### config.mk
export PLATFORM = sky130hd
export DESIGN_NAME = ustm_tx
export DESIGN_NICKNAME = d
export VERILOG_FILES = /design/src/rtl/ustm_buf.v /design/src/rtl/ustm_tx.v
export VERILOG_INCLUDE_DIRS = /design/src /design/src/include
export SDC_FILE = /design/constraint.sdc
export NUM_CORES = 1
export LEC_CHECK = 0
export BUFFER_PORTS_ARGS = -buffer_cell sky130_fd_sc_hd__buf_2
export CAP_MARGIN = 10
export CORE_MARGIN = 8
export CORE_UTILIZATION = 45
export CTS_CLUSTER_DIAMETER = 40
export DETAILED_ROUTE_END_ITERATION = 8
export GPL_ROUTABILITY_DRIVEN = 1
export RECOVER_POWER = 50
export SETUP_SLACK_MARGIN = 0.15
export SYNTH_ARGS = -nofsm -noshare
export SYNTH_HDL_FRONTEND = slang
export SYNTH_SLANG_ARGS = --single-unit
### constraint.sdc
create_clock -name sys_clk_i -period 4 [get_ports sys_clk_i]
set_input_delay 0 -clock sys_clk_i [delete_from_list [all_inputs] [get_ports sys_clk_i]]
set_output_delay 0 -clock sys_clk_i [all_outputs]
set_load 0.02 [all_outputs]
### src/include/ustm_defines.vh
// Constants shared by the serial transmitter with Manchester encoder
// What this block does
// - Start, up to nine data, parity, stop bits
// - Nine-bit select overrides the length field
// - Parity: even, odd, space, mark or none
// - Bit order select picks MSB or LSB first
// - Stop count; one-and-half only when asynchronous
// - Finished character pulls next, holding becomes free
// - All-done only when every character fully sent
// - Disabled transmitter shows both flags low
// - Write while not free is dropped
// - Manchester enable sends biphase cells, mid transition
// - Default polarity: zero low-high, one high-low
// - Preamble of 1 to 15 bits; zero none
// - Preamble pattern: ones, zeros, one-zero, zero-one
// - Single-bit delimiter is a Manchester zero
// - Otherwise three-bit sync, transition mid second bit
// - Command sync: high 1.5 bits, low 1.5
// - Sync type select picks command or data sync
// - Variable sync takes type from written bit
// - Drift compensation only 16x and when enabled
// - Edge within one sample clock is jitter
// - Edge 4 to 2 early shortens period
// - Edge 2 to 3 late lengthens period
// - Out of reset disabled until enable command
`ifndef USTM_DEFINES_VH
`define USTM_DEFINES_VH

// Parity select codes
`define USTM_PAR_EVEN 3'h0
`define USTM_PAR_ODD 3'h1
`define USTM_PAR_SPACE 3'h2
`define USTM_PAR_MARK 3'h3

// Stop bit count codes
`define USTM_STOP_1 2'h0
`define USTM_STOP_1P5 2'h1
`define USTM_STOP_2 2'h2

// Preamble pattern codes
`define USTM_PP_ALL_ONE 2'h0
`define USTM_PP_ALL_ZERO 2'h1
`define USTM_PP_ONE_ZERO 2'h2
`define USTM_PP_ZERO_ONE 2'h3

// Character layout in the buffer
`define USTM_ENTRY_W 10
`define USTM_SYNC_BIT 9

// Sync pattern length in half bits
`define USTM_SYNC_HALVES 5'h06
`define USTM_SYNC_SWITCH 5'h03

// Drift compensation, in oversampling clocks
`define USTM_OS_NOMINAL 5'h10
`define USTM_OS_SHORT 5'h0F
`define USTM_OS_LONG 5'h11
`define USTM_OS_EIGHT 5'h08
`define USTM_EARLY_FAR 5'h04
`define USTM_EARLY_NEAR 5'h02
`define USTM_LATE_NEAR 5'h02
`define USTM_LATE_FAR 5'h03

`endif

### src/rtl/ustm_buf.v
// Two-entry buffer holding characters waiting for the shifter
`timescale 1ns/10ps
`default_nettype none
module ustm_buf #(
	parameter WIDTH = 10,
	parameter DEPTH = 2
) (
	// Clock and reset
	input wire sys_clk_i,
	input wire rst_n_i,
	// Filling side
	input wire in_valid_i,
	output wire in_ready_o,
	input wire [WIDTH-1:0] in_data_i,
	// Draining side
	output wire out_valid_o,
	input wire out_ready_i,
	output wire [WIDTH-1:0] out_data_o
);
	localparam PW = (DEPTH > 1) ? $clog2(DEPTH) : 1;
	localparam [PW:0] FULL_CNT = DEPTH[PW:0];
	localparam integer LAST_IDX = DEPTH - 1;
	localparam [PW-1:0] LAST_PTR = LAST_IDX[PW-1:0];

	reg [WIDTH-1:0] mem_r [0:DEPTH-1];
	reg [PW-1:0] wr_ptr_r;
	reg [PW-1:0] rd_ptr_r;
	reg [PW:0] cnt_r;
	wire push;
	wire pop;

	assign in_ready_o = (cnt_r != FULL_CNT);
	assign out_valid_o = (cnt_r != {(PW+1){1'b0}});
	assign out_data_o = mem_r[rd_ptr_r];
	assign push = in_valid_i & in_ready_o;
	assign pop = out_valid_o & out_ready_i;

	genvar g;
	generate
		for (g = 0; g < DEPTH; g = g + 1) begin : gen_entry
			always @(posedge sys_clk_i or negedge rst_n_i) begin
				if (!rst_n_i) begin
					mem_r[g] <= {WIDTH{1'b0}};
				end else if (push && (wr_ptr_r == g)) begin
					mem_r[g] <= in_data_i;
				end
			end
		end
	endgenerate

	always @(posedge sys_clk_i or negedge rst_n_i) begin
		if (!rst_n_i) begin
			wr_ptr_r <= {PW{1'b0}};
			rd_ptr_r <= {PW{1'b0}};
			cnt_r <= {(PW+1){1'b0}};
		end else begin
			if (push) begin
				wr_ptr_r <= (wr_ptr_r == LAST_PTR) ? {PW{1'b0}} : wr_ptr_r + 1'b1;
			end
			if (pop) begin
				rd_ptr_r <= (rd_ptr_r == LAST_PTR) ? {PW{1'b0}} : rd_ptr_r + 1'b1;
			end
			if (push && !pop) begin
				cnt_r <= cnt_r + 1'b1;
			end else if (pop && !push) begin
				cnt_r <= cnt_r - 1'b1;
			end
		end
	end
endmodule
`default_nettype wire

### src/rtl/ustm_tx.v
// Serial transmitter with Manchester encoder and receive drift compensation
`timescale 1ns/10ps
`default_nettype none
`include "ustm_defines.vh"
module ustm_tx (
	// Clock and reset
	input wire sys_clk_i,
	input wire rst_n_i,
	// Commands
	input wire tx_enable_cmd_i,
	input wire tx_disable_cmd_i,
	// Character mode configuration
	input wire [1:0] char_length_field_i,
	input wire nine_bit_i,
	input wire [2:0] parity_select_i,
	input wire bit_order_select_i,
	input wire [1:0] stop_bit_count_i,
	input wire sync_mode_i,
	// Manchester configuration
	input wire manchester_enable_i,
	input wire [3:0] preamble_length_i,
	input wire [1:0] preamble_pattern_sel_i,
	input wire encode_polarity_i,
	input wire single_bit_delimiter_i,
	input wire sync_type_select_i,
	input wire var_sync_i,
	// Holding register write
	input wire tx_holding_wr_i,
	input wire [8:0] tx_holding_data_i,
	input wire char_sync_type_bit_i,
	// Half bit time strobe from the baud generator
	input wire half_bit_tick_i,
	// Status
	output reg tx_holding_free_o,
	output reg tx_all_done_o,
	output reg tx_enabled_o,
	// Serial line
	output reg txd_o,
	// Drift compensation
	input wire drift_enable_i,
	input wire over8_i,
	input wire os_tick_i,
	input wire rx_line_i,
	output reg rx_bit_tick_o,
	output reg [4:0] rx_period_o
);
	localparam [2:0] ST_IDLE = 3'h0;
	localparam [2:0] ST_PRE = 3'h1;
	localparam [2:0] ST_SYNC = 3'h2;
	localparam [2:0] ST_START = 3'h3;
	localparam [2:0] ST_DATA = 3'h4;
	localparam [2:0] ST_PAR = 3'h5;
	localparam [2:0] ST_STOP = 3'h6;

	reg [2:0] st_r;
	reg [2:0] st_nxt;
	reg [4:0] cnt_r;
	reg [4:0] cnt_nxt;
	reg [8:0] shift_r;
	reg [3:0] nbits_r;
	reg par_r;
	reg par_on_r;
	reg cmd_sync_r;
	reg man_r;
	reg en_r;
	reg dis_pend_r;
	reg level;
	reg [4:0] len;
	reg [3:0] bidx;
	reg dbit;
	reg [3:0] nbits_w;
	reg [8:0] masked;
	reg par_w;
	reg tail_r;
	reg tail_nxt;

	wire buf_in_ready;
	wire buf_out_valid;
	wire [`USTM_ENTRY_W-1:0] buf_out_data;
	wire wr_ok;
	wire pop;
	wire in_sync_bit;
	wire last;
	wire full_nxt;

	// Writes only land while the free flag shows room
	assign wr_ok = tx_holding_wr_i & tx_holding_free_o;
	// Buffer full after this edge, so the free flag never lags a fill
	assign full_nxt = (~buf_in_ready | (buf_out_valid & wr_ok)) & ~pop;
	assign in_sync_bit = var_sync_i ? char_sync_type_bit_i : sync_type_select_i;
	assign pop = (st_r == ST_IDLE) & buf_out_valid;

	ustm_buf #(
		.WIDTH(`USTM_ENTRY_W),
		.DEPTH(2)
	) u_buf (
		.sys_clk_i(sys_clk_i),
		.rst_n_i(rst_n_i),
		.in_valid_i(wr_ok),
		.in_ready_o(buf_in_ready),
		.in_data_i({in_sync_bit, tx_holding_data_i}),
		.out_valid_o(buf_out_valid),
		.out_ready_i(pop),
		.out_data_o(buf_out_data)
	);

	// Character length and parity of the next character
	always @* begin
		nbits_w = nine_bit_i ? 4'h9 : {2'b01, char_length_field_i} + 4'h1;
		case (nbits_w)
			4'h5: masked = {4'h0, buf_out_data[4:0]};
			4'h6: masked = {3'h0, buf_out_data[5:0]};
			4'h7: masked = {2'h0, buf_out_data[6:0]};
			4'h8: masked = {1'h0, buf_out_data[7:0]};
			default: masked = buf_out_data[8:0];
		endcase
		case (parity_select_i)
			`USTM_PAR_EVEN: par_w = ^masked;
			`USTM_PAR_ODD: par_w = ~^masked;
			`USTM_PAR_SPACE: par_w = 1'b0;
			default: par_w = 1'b1;
		endcase
	end

	// Data bit in transmission order
	always @* begin
		bidx = cnt_r[4:1];
		if (bit_order_select_i) begin
			dbit = shift_r[nbits_r - 4'h1 - bidx];
		end else begin
			dbit = shift_r[bidx];
		end
	end

	// Length of each stage in half bit times
	always @* begin
		case (st_r)
			ST_PRE: len = {preamble_length_i, 1'b0};
			ST_SYNC: len = `USTM_SYNC_HALVES;
			ST_START: len = 5'h02;
			ST_DATA: len = {nbits_r, 1'b0};
			ST_PAR: len = 5'h02;
			ST_STOP: begin
				case (stop_bit_count_i)
					`USTM_STOP_1: len = 5'h02;
					`USTM_STOP_1P5: len = sync_mode_i ? 5'h02 : 5'h03;
					default: len = 5'h04;
				endcase
			end
			default: len = 5'h01;
		endcase
	end

	assign last = (cnt_r == len - 5'h01);

	// Line level for the current half bit
	always @* begin
		case (st_r)
			ST_PRE: begin
				case (preamble_pattern_sel_i)
					`USTM_PP_ALL_ONE: level = 1'b1;
					`USTM_PP_ALL_ZERO: level = 1'b0;
					`USTM_PP_ONE_ZERO: level = ~cnt_r[1];
					default: level = cnt_r[1];
				endcase
				level = level ^ encode_polarity_i ^ cnt_r[0];
			end
			ST_SYNC: begin
				// Command sync high then low, data sync the reverse
				if (cmd_sync_r) begin
					level = (cnt_r < `USTM_SYNC_SWITCH);
				end else begin
					level = (cnt_r >= `USTM_SYNC_SWITCH);
				end
			end
			ST_START: level = man_r ? (encode_polarity_i ^ cnt_r[0]) : 1'b0;
			ST_DATA: level = man_r ? (dbit ^ encode_polarity_i ^ cnt_r[0]) : dbit;
			ST_PAR: level = man_r ? (par_r ^ encode_polarity_i ^ cnt_r[0]) : par_r;
			default: level = 1'b1;
		endcase
	end

	// Stage sequencing
	always @* begin
		st_nxt = st_r;
		cnt_nxt = cnt_r;
		if (st_r == ST_IDLE) begin
			cnt_nxt = 5'h00;
			if (pop) begin
				if (manchester_enable_i && (preamble_length_i != 4'h0)) begin
					st_nxt = ST_PRE;
				end else if (manchester_enable_i && !single_bit_delimiter_i) begin
					st_nxt = ST_SYNC;
				end else begin
					st_nxt = ST_START;
				end
			end
		end else if (half_bit_tick_i) begin
			cnt_nxt = cnt_r + 5'h01;
			if (last) begin
				cnt_nxt = 5'h00;
				case (st_r)
					ST_PRE: st_nxt = (man_r && !single_bit_delimiter_i) ? ST_SYNC : ST_START;
					ST_SYNC: st_nxt = ST_DATA;
					ST_START: st_nxt = ST_DATA;
					ST_DATA: st_nxt = par_on_r ? ST_PAR : ST_STOP;
					ST_PAR: st_nxt = ST_STOP;
					ST_STOP: st_nxt = ST_IDLE;
					default: st_nxt = ST_IDLE;
				endcase
			end
		end
	end

	always @(posedge sys_clk_i or negedge rst_n_i) begin
		if (!rst_n_i) begin
			st_r <= ST_IDLE;
			tail_r <= 1'b0;
			cnt_r <= 5'h00;
			shift_r <= 9'h000;
			nbits_r <= 4'h8;
			par_r <= 1'b0;
			par_on_r <= 1'b0;
			cmd_sync_r <= 1'b0;
			man_r <= 1'b0;
			txd_o <= 1'b1;
		end else begin
			st_r <= st_nxt;
			tail_r <= tail_nxt;
			cnt_r <= cnt_nxt;
			if (pop) begin
				// Shift register takes the oldest waiting character
				shift_r <= buf_out_data[8:0];
				nbits_r <= nbits_w;
				par_r <= par_w;
				par_on_r <= ~parity_select_i[2];
				cmd_sync_r <= buf_out_data[`USTM_SYNC_BIT];
				man_r <= manchester_enable_i;
			end
			if (half_bit_tick_i) begin
				txd_o <= (st_r == ST_IDLE) ? 1'b1 : level;
			end
		end
	end

	// Last stop half stays on the line until the next strobe
	always @* begin
		tail_nxt = tail_r;
		if (half_bit_tick_i) begin
			tail_nxt = 1'b0;
		end
		if ((st_r != ST_IDLE) && (st_nxt == ST_IDLE)) begin
			tail_nxt = 1'b1;
		end
	end

	// Enable, deferred disable and status flags
	always @(posedge sys_clk_i or negedge rst_n_i) begin
		if (!rst_n_i) begin
			en_r <= 1'b0;
			dis_pend_r <= 1'b0;
			tx_holding_free_o <= 1'b0;
			tx_all_done_o <= 1'b0;
			tx_enabled_o <= 1'b0;
		end else begin
			if (tx_enable_cmd_i) begin
				en_r <= 1'b1;
				dis_pend_r <= 1'b0;
			end else if (tx_disable_cmd_i) begin
				dis_pend_r <= 1'b1;
			end else if (dis_pend_r && (st_r == ST_IDLE) && !buf_out_valid && !wr_ok) begin
				en_r <= 1'b0;
				dis_pend_r <= 1'b0;
			end
			tx_enabled_o <= en_r;
			tx_holding_free_o <= en_r & ~dis_pend_r & ~full_nxt;
			tx_all_done_o <= en_r & (st_nxt == ST_IDLE) & ~tail_nxt & ~buf_out_valid & ~wr_ok;
		end
	end

	// Receive drift compensation on the oversampling clock
	reg rx_prev_r;
	reg [4:0] ph_r;
	reg [4:0] per_r;
	reg adj_done_r;
	wire drift_on;
	wire rx_edge;
	wire [4:0] early;
	wire ph_end;

	assign drift_on = drift_enable_i & ~over8_i;
	assign rx_edge = os_tick_i & (rx_line_i ^ rx_prev_r);
	assign early = per_r - ph_r;
	assign ph_end = (ph_r == per_r - 5'h01);

	always @(posedge sys_clk_i or negedge rst_n_i) begin
		if (!rst_n_i) begin
			rx_prev_r <= 1'b1;
			ph_r <= 5'h00;
			per_r <= `USTM_OS_NOMINAL;
			adj_done_r <= 1'b0;
			rx_bit_tick_o <= 1'b0;
			rx_period_o <= `USTM_OS_NOMINAL;
		end else begin
			rx_bit_tick_o <= 1'b0;
			if (os_tick_i) begin
				rx_prev_r <= rx_line_i;
				if (ph_end) begin
					ph_r <= 5'h00;
					per_r <= over8_i ? `USTM_OS_EIGHT : `USTM_OS_NOMINAL;
					adj_done_r <= 1'b0;
					rx_bit_tick_o <= 1'b1;
					rx_period_o <= per_r;
				end else begin
					ph_r <= ph_r + 5'h01;
				end
				if (rx_edge && drift_on && !adj_done_r && !ph_end) begin
					// Within one clock of the boundary is jitter and left alone
					if ((early >= `USTM_EARLY_NEAR) && (early <= `USTM_EARLY_FAR)) begin
						per_r <= `USTM_OS_SHORT;
						adj_done_r <= 1'b1;
					end else if ((ph_r >= `USTM_LATE_NEAR) && (ph_r <= `USTM_LATE_FAR)) begin
						per_r <= `USTM_OS_LONG;
						adj_done_r <= 1'b1;
					end
				end
			end
		end
	end
endmodule
`default_nettype wire

==> results.py <==
metrics = {
    "run_status": {
        "status": "finished with violations",
        "violations": "capacitance limit, slew limit",
    },
    "layout": {
        "final_net_count": 571,
        "diodes": 0,
        "syn2layout_area_growth_pct": 18.3,
        "drive_gt1_share_pct": 18.6,
        "stdcell_count": 650,
    },
    "grt": {
        "grt_pass1_vias": 3433,
        "grt-ovfl-total": 0,
        "antenna_found_initial": 0,
        "grt_usage_pct": 15.5,
        "grt_pass1_wl_um": 16600,
        "grt_max_degree": 75,
    },
    "placed_design": {
        "gp_congestion": 0.801,
        "place_inst": 610,
        "dp_hpwl_um": 7330,
        "portBuffers": 50,
    },
    "logic_synthesis": {
        "synth.distinct_cells": 61,
        "synth_top_area_cell": "dfrtp_1",
        "ys_seq_area_share_pct": 41.8,
        "synthArstFlopShare_pct": 100,
        "syn_inst": 441,
        "syn_area_sq_mm": 0.00444,
        "syn_area_per_cell_sq_um": 10.1,
        "yosys_register_bits": 74,
        "yosysTopAreaCellShare_pct": 38.9,
        "synth_edf_count": 0,
        "synth_nets": 500,
        "synth_ff_type": "dfrtp_1",
        "yosys_warnings": 0,
        "synth.area.top_cells": "dfrtp_1 39%, mux2_2 5.6%, ha_1 4.5%",
    },
    "worst_setup_path": {
        "critPathTopFamily": "compound AO/OA/AOI/OAI gates",
        "crit_slowest_cell": "dfrtp_1",
        "cp_max_fo": 17,
        "worst_path_largest_cell_delay_ns": 0.58,
        "startpoint": "st_r[1]",
        "timing.rr.start": "st_r[1]",
        "cp.arrival_ns": 3.40,
        "cp-start-kind": "flop",
        "crit_required_ns": 4.23,
        "criticalPathCategory": "reg -> reg",
        "critical_path_buf_inv_count": 0,
        "critical_path.cell_chain": "or3_4 > o21a_1 > ha_1 > or4_1 > a41o_1 > a221o_2 > a211o_1",
        "end_kind": "flop",
    },
    "cts": {
        "cts_buffers": 9,
        "clkTransAtPathRegs_ns": 0.09,
        "cts_num_sinks": 74,
        "tritoncts": "done",
        "clk_latency_ns": 0.35,
        "cts_buffer_depth": 2,
        "ctsHtreeMaxLevel": 3,
        "clock-root-buffer": "clkbuf_8",
    },
    "sta": {
        "drv_slew": 75,
        "fmax_mhz": 315,
        "maxSlewHeadroom_pct": -21.6,
        "skew_ns": 0.0149,
        "hold_violations": 0,
        "timing.final.crit_share_pct": 79.3,
        "rsz0062_at_grt": "no",
        "setup_viol": 0,
        "worst_slew_pin_slew_ns": 1.82,
        "period_needed_ns": 3.17,
        "fin_tns_setup_ns": 0,
    },
    "routing": {
        "vias": 3451,
        "detail_route.wirelength_um": 9730,
        "drt-vias-per-instance": 5.31,
        "drc": 0,
        "drtPass1Iterations": 4,
        "wl_per_cell_um": 15.0,
        "ant_nets": 0,
        "drt_iter0_drc": 121,
    },
    "min_path": {
        "hp-class": "in -> reg",
        "hold_start": "nine_bit_i",
    },
    "power_and_ir_drop": {
        "p_leak_nw": 2.34,
        "swShare_pct": 41.2,
        "clkPwrFrac_pct": 15.5,
        "ir_drop_mv": 0.305,
        "powerDensity_mw_per_mm2": 804,
        "p_sw_mw": 1.74,
        "combPwrFrac_pct": 49.4,
        "p_int_mw": 2.48,
        "seqPwrFrac_pct": 35.1,
    },
    "die": {
        "fp.dieH_um": 115,
        "ioPinCount": 51,
        "core_sq_mm": 0.00968,
        "die_w_um": 115,
        "start_util_pct": 45.9,
        "rows": 36,
        "dieArea_sq_mm": 0.0133,
    },
    "run": {
        "max-cap-violations": 1,
    },
}
cells in the final DEF (no fill, tap or decap), types with 3 or more instances in the layout:
cell type,synthesis,layout
buf_4,0,3
dfrtp_1,69,69
nand3_1,10,10
and3_1,4,4
o22ai_1,5,5
a211o_1,3,3
nor3_1,6,6
nand2b_1,9,9
a211oi_1,4,4
a31oi_1,3,3
dlygate4sd3_1,0,24
and3b_1,3,3
mux2_2,22,22
o21a_1,5,5
nor2_1,25,25
inv_1,21,21
a21oi_1,17,17
clkbuf_1,10,11
mux4_2,4,4
or4_1,4,4
xnor2_1,21,21
nand3b_1,4,4
mux2i_1,18,18
o21ai_0,25,25
nor3b_1,6,6
dfstp_2,5,5
o211ai_1,5,5
ha_1,16,16
clkbuf_8,0,9
buf_2,5,38
nand2_1,46,46
a21o_1,10,10
nor2b_1,6,6
xor2_1,12,12
layout make-up:
cell class	count	area, sq um
fillers	890	4430
well taps	133	166
clock buffers	9	124
inverters	22	82.6
flip-flops and latches	74	1860
clock inverters	7	101
repair buffers	77	499
multi-input cells	328	2420
through the flow:
stage | utilization (%) | hold WS (ns) | area [sq um] | setup slack (ns) | power [mW]
floorplan | - | -0.296 | 4440 | 1.17 | 3.09
finish | 54.3 | 0.0304 | 5260 | 0.829 | 4.22
global placement | 49.6 | 0.178 | 4810 | 0.938 | 3.50
detailed placement | 49.6 | 0.178 | 4810 | 0.858 | 3.58
global route | 54.3 | 0.0567 | 5260 | 0.728 | 4.58
CTS | 54.4 | 0.0186 | 5270 | 0.847 | 4.27
registers in the layout (all words and copies together), names as in the netlist, 2 cells and up:
register / flops
cnt_r: 5
nbits_r: 4
per_r: 5
ph_r: 5
rx_period_o: 5
shift_r: 9
st_r: 3
u_buf.cnt_r: 2
u_buf.mem_r: 20
worst min-delay path: cells and delay by family:
kind	cells	cell delay, ns
buffers and inverters	2	0.22
AND/OR/NAND/NOR	2	0.13
synthesized netlist by cell type, types with 3 or more instances:
cell and count:
a21o_1 10, nor2b_1 6, or4_1 4, mux4_2 4, dfrtp_1 69, clkbuf_1 10, o211ai_1 5, mux2i_1 18
mux2_2 22, a211o_1 3, o21ai_0 25, o21a_1 5, nor2_1 25, xor2_1 12, xnor2_1 21, nor3_1 6
dfstp_2 5, o22ai_1 5, ha_1 16, a211oi_1 4, inv_1 21, a31oi_1 3, nor3b_1 6, nand2_1 46
buf_2 5, and3b_1 3, a21oi_1 17, nand3b_1 4, and3_1 4, nand2b_1 9, nand3_1 10
power groups by stage:
stage / sequential, mW / combinational, mW / clock (mW)
3_5_place_dp: 1.50 / 2.07 / 0
3_3_place_gp: 1.48 / 2.02 / 0
6_report: 1.48 / 2.08 / 0.656
5_1_grt: 1.55 / 2.32 / 0.714
2_1_floorplan: 1.34 / 1.75 / 0
4_1_cts: 1.49 / 2.11 / 0.675
layer usage:
layer	share of wire (%)	vias up	GRT usage (%)
met4	1.4	0	5.08
met3	4.0	9	3.94
met1	49	1663	20.4
met2	46	64	24.3
met5	0	-	0
li1	-	1715	-
cells by family after synthesis:
kind of cell,Yosys count,synth area share [%]
multiplexers,44,11.7
flip-flops,74,41.8
adder cells (fa/ha/maj),18,5.41
buffers and inverters,39,3.61
AO/OA/AOI/OAI,97,14.7
XOR/XNOR,33,6.51
AND/OR/NAND/NOR,136,16.3
worst paths after layout:
| kind | end | slack, ns | cells past startpoint |
|---|---|---|---|
| max | st_r[1] | 0.83 | 7 |
| min | nbits_r[1] | 0.03 | 4 |
| max reg2reg | st_r[1] | 0.83 | 7 |
| min reg2reg | tx_enabled_o | 0.43 | 0 |
| max in group asynchronous | ph_r[2] | 2.24 | 2 |
| min in group asynchronous | u_buf.mem_r[6] | 0.67 | 2 |
what timing repair did:
| item | in CTS | in global routing |
|---|---|---|
| setup buffers | 0 | 0 |
| gates resized for setup | 0 | 0 |
| hold buffers | 24 | 0 |
| hold endpoints to repair | 101 | 0 |
Note: power is estimated with default switching activity, not from simulation.
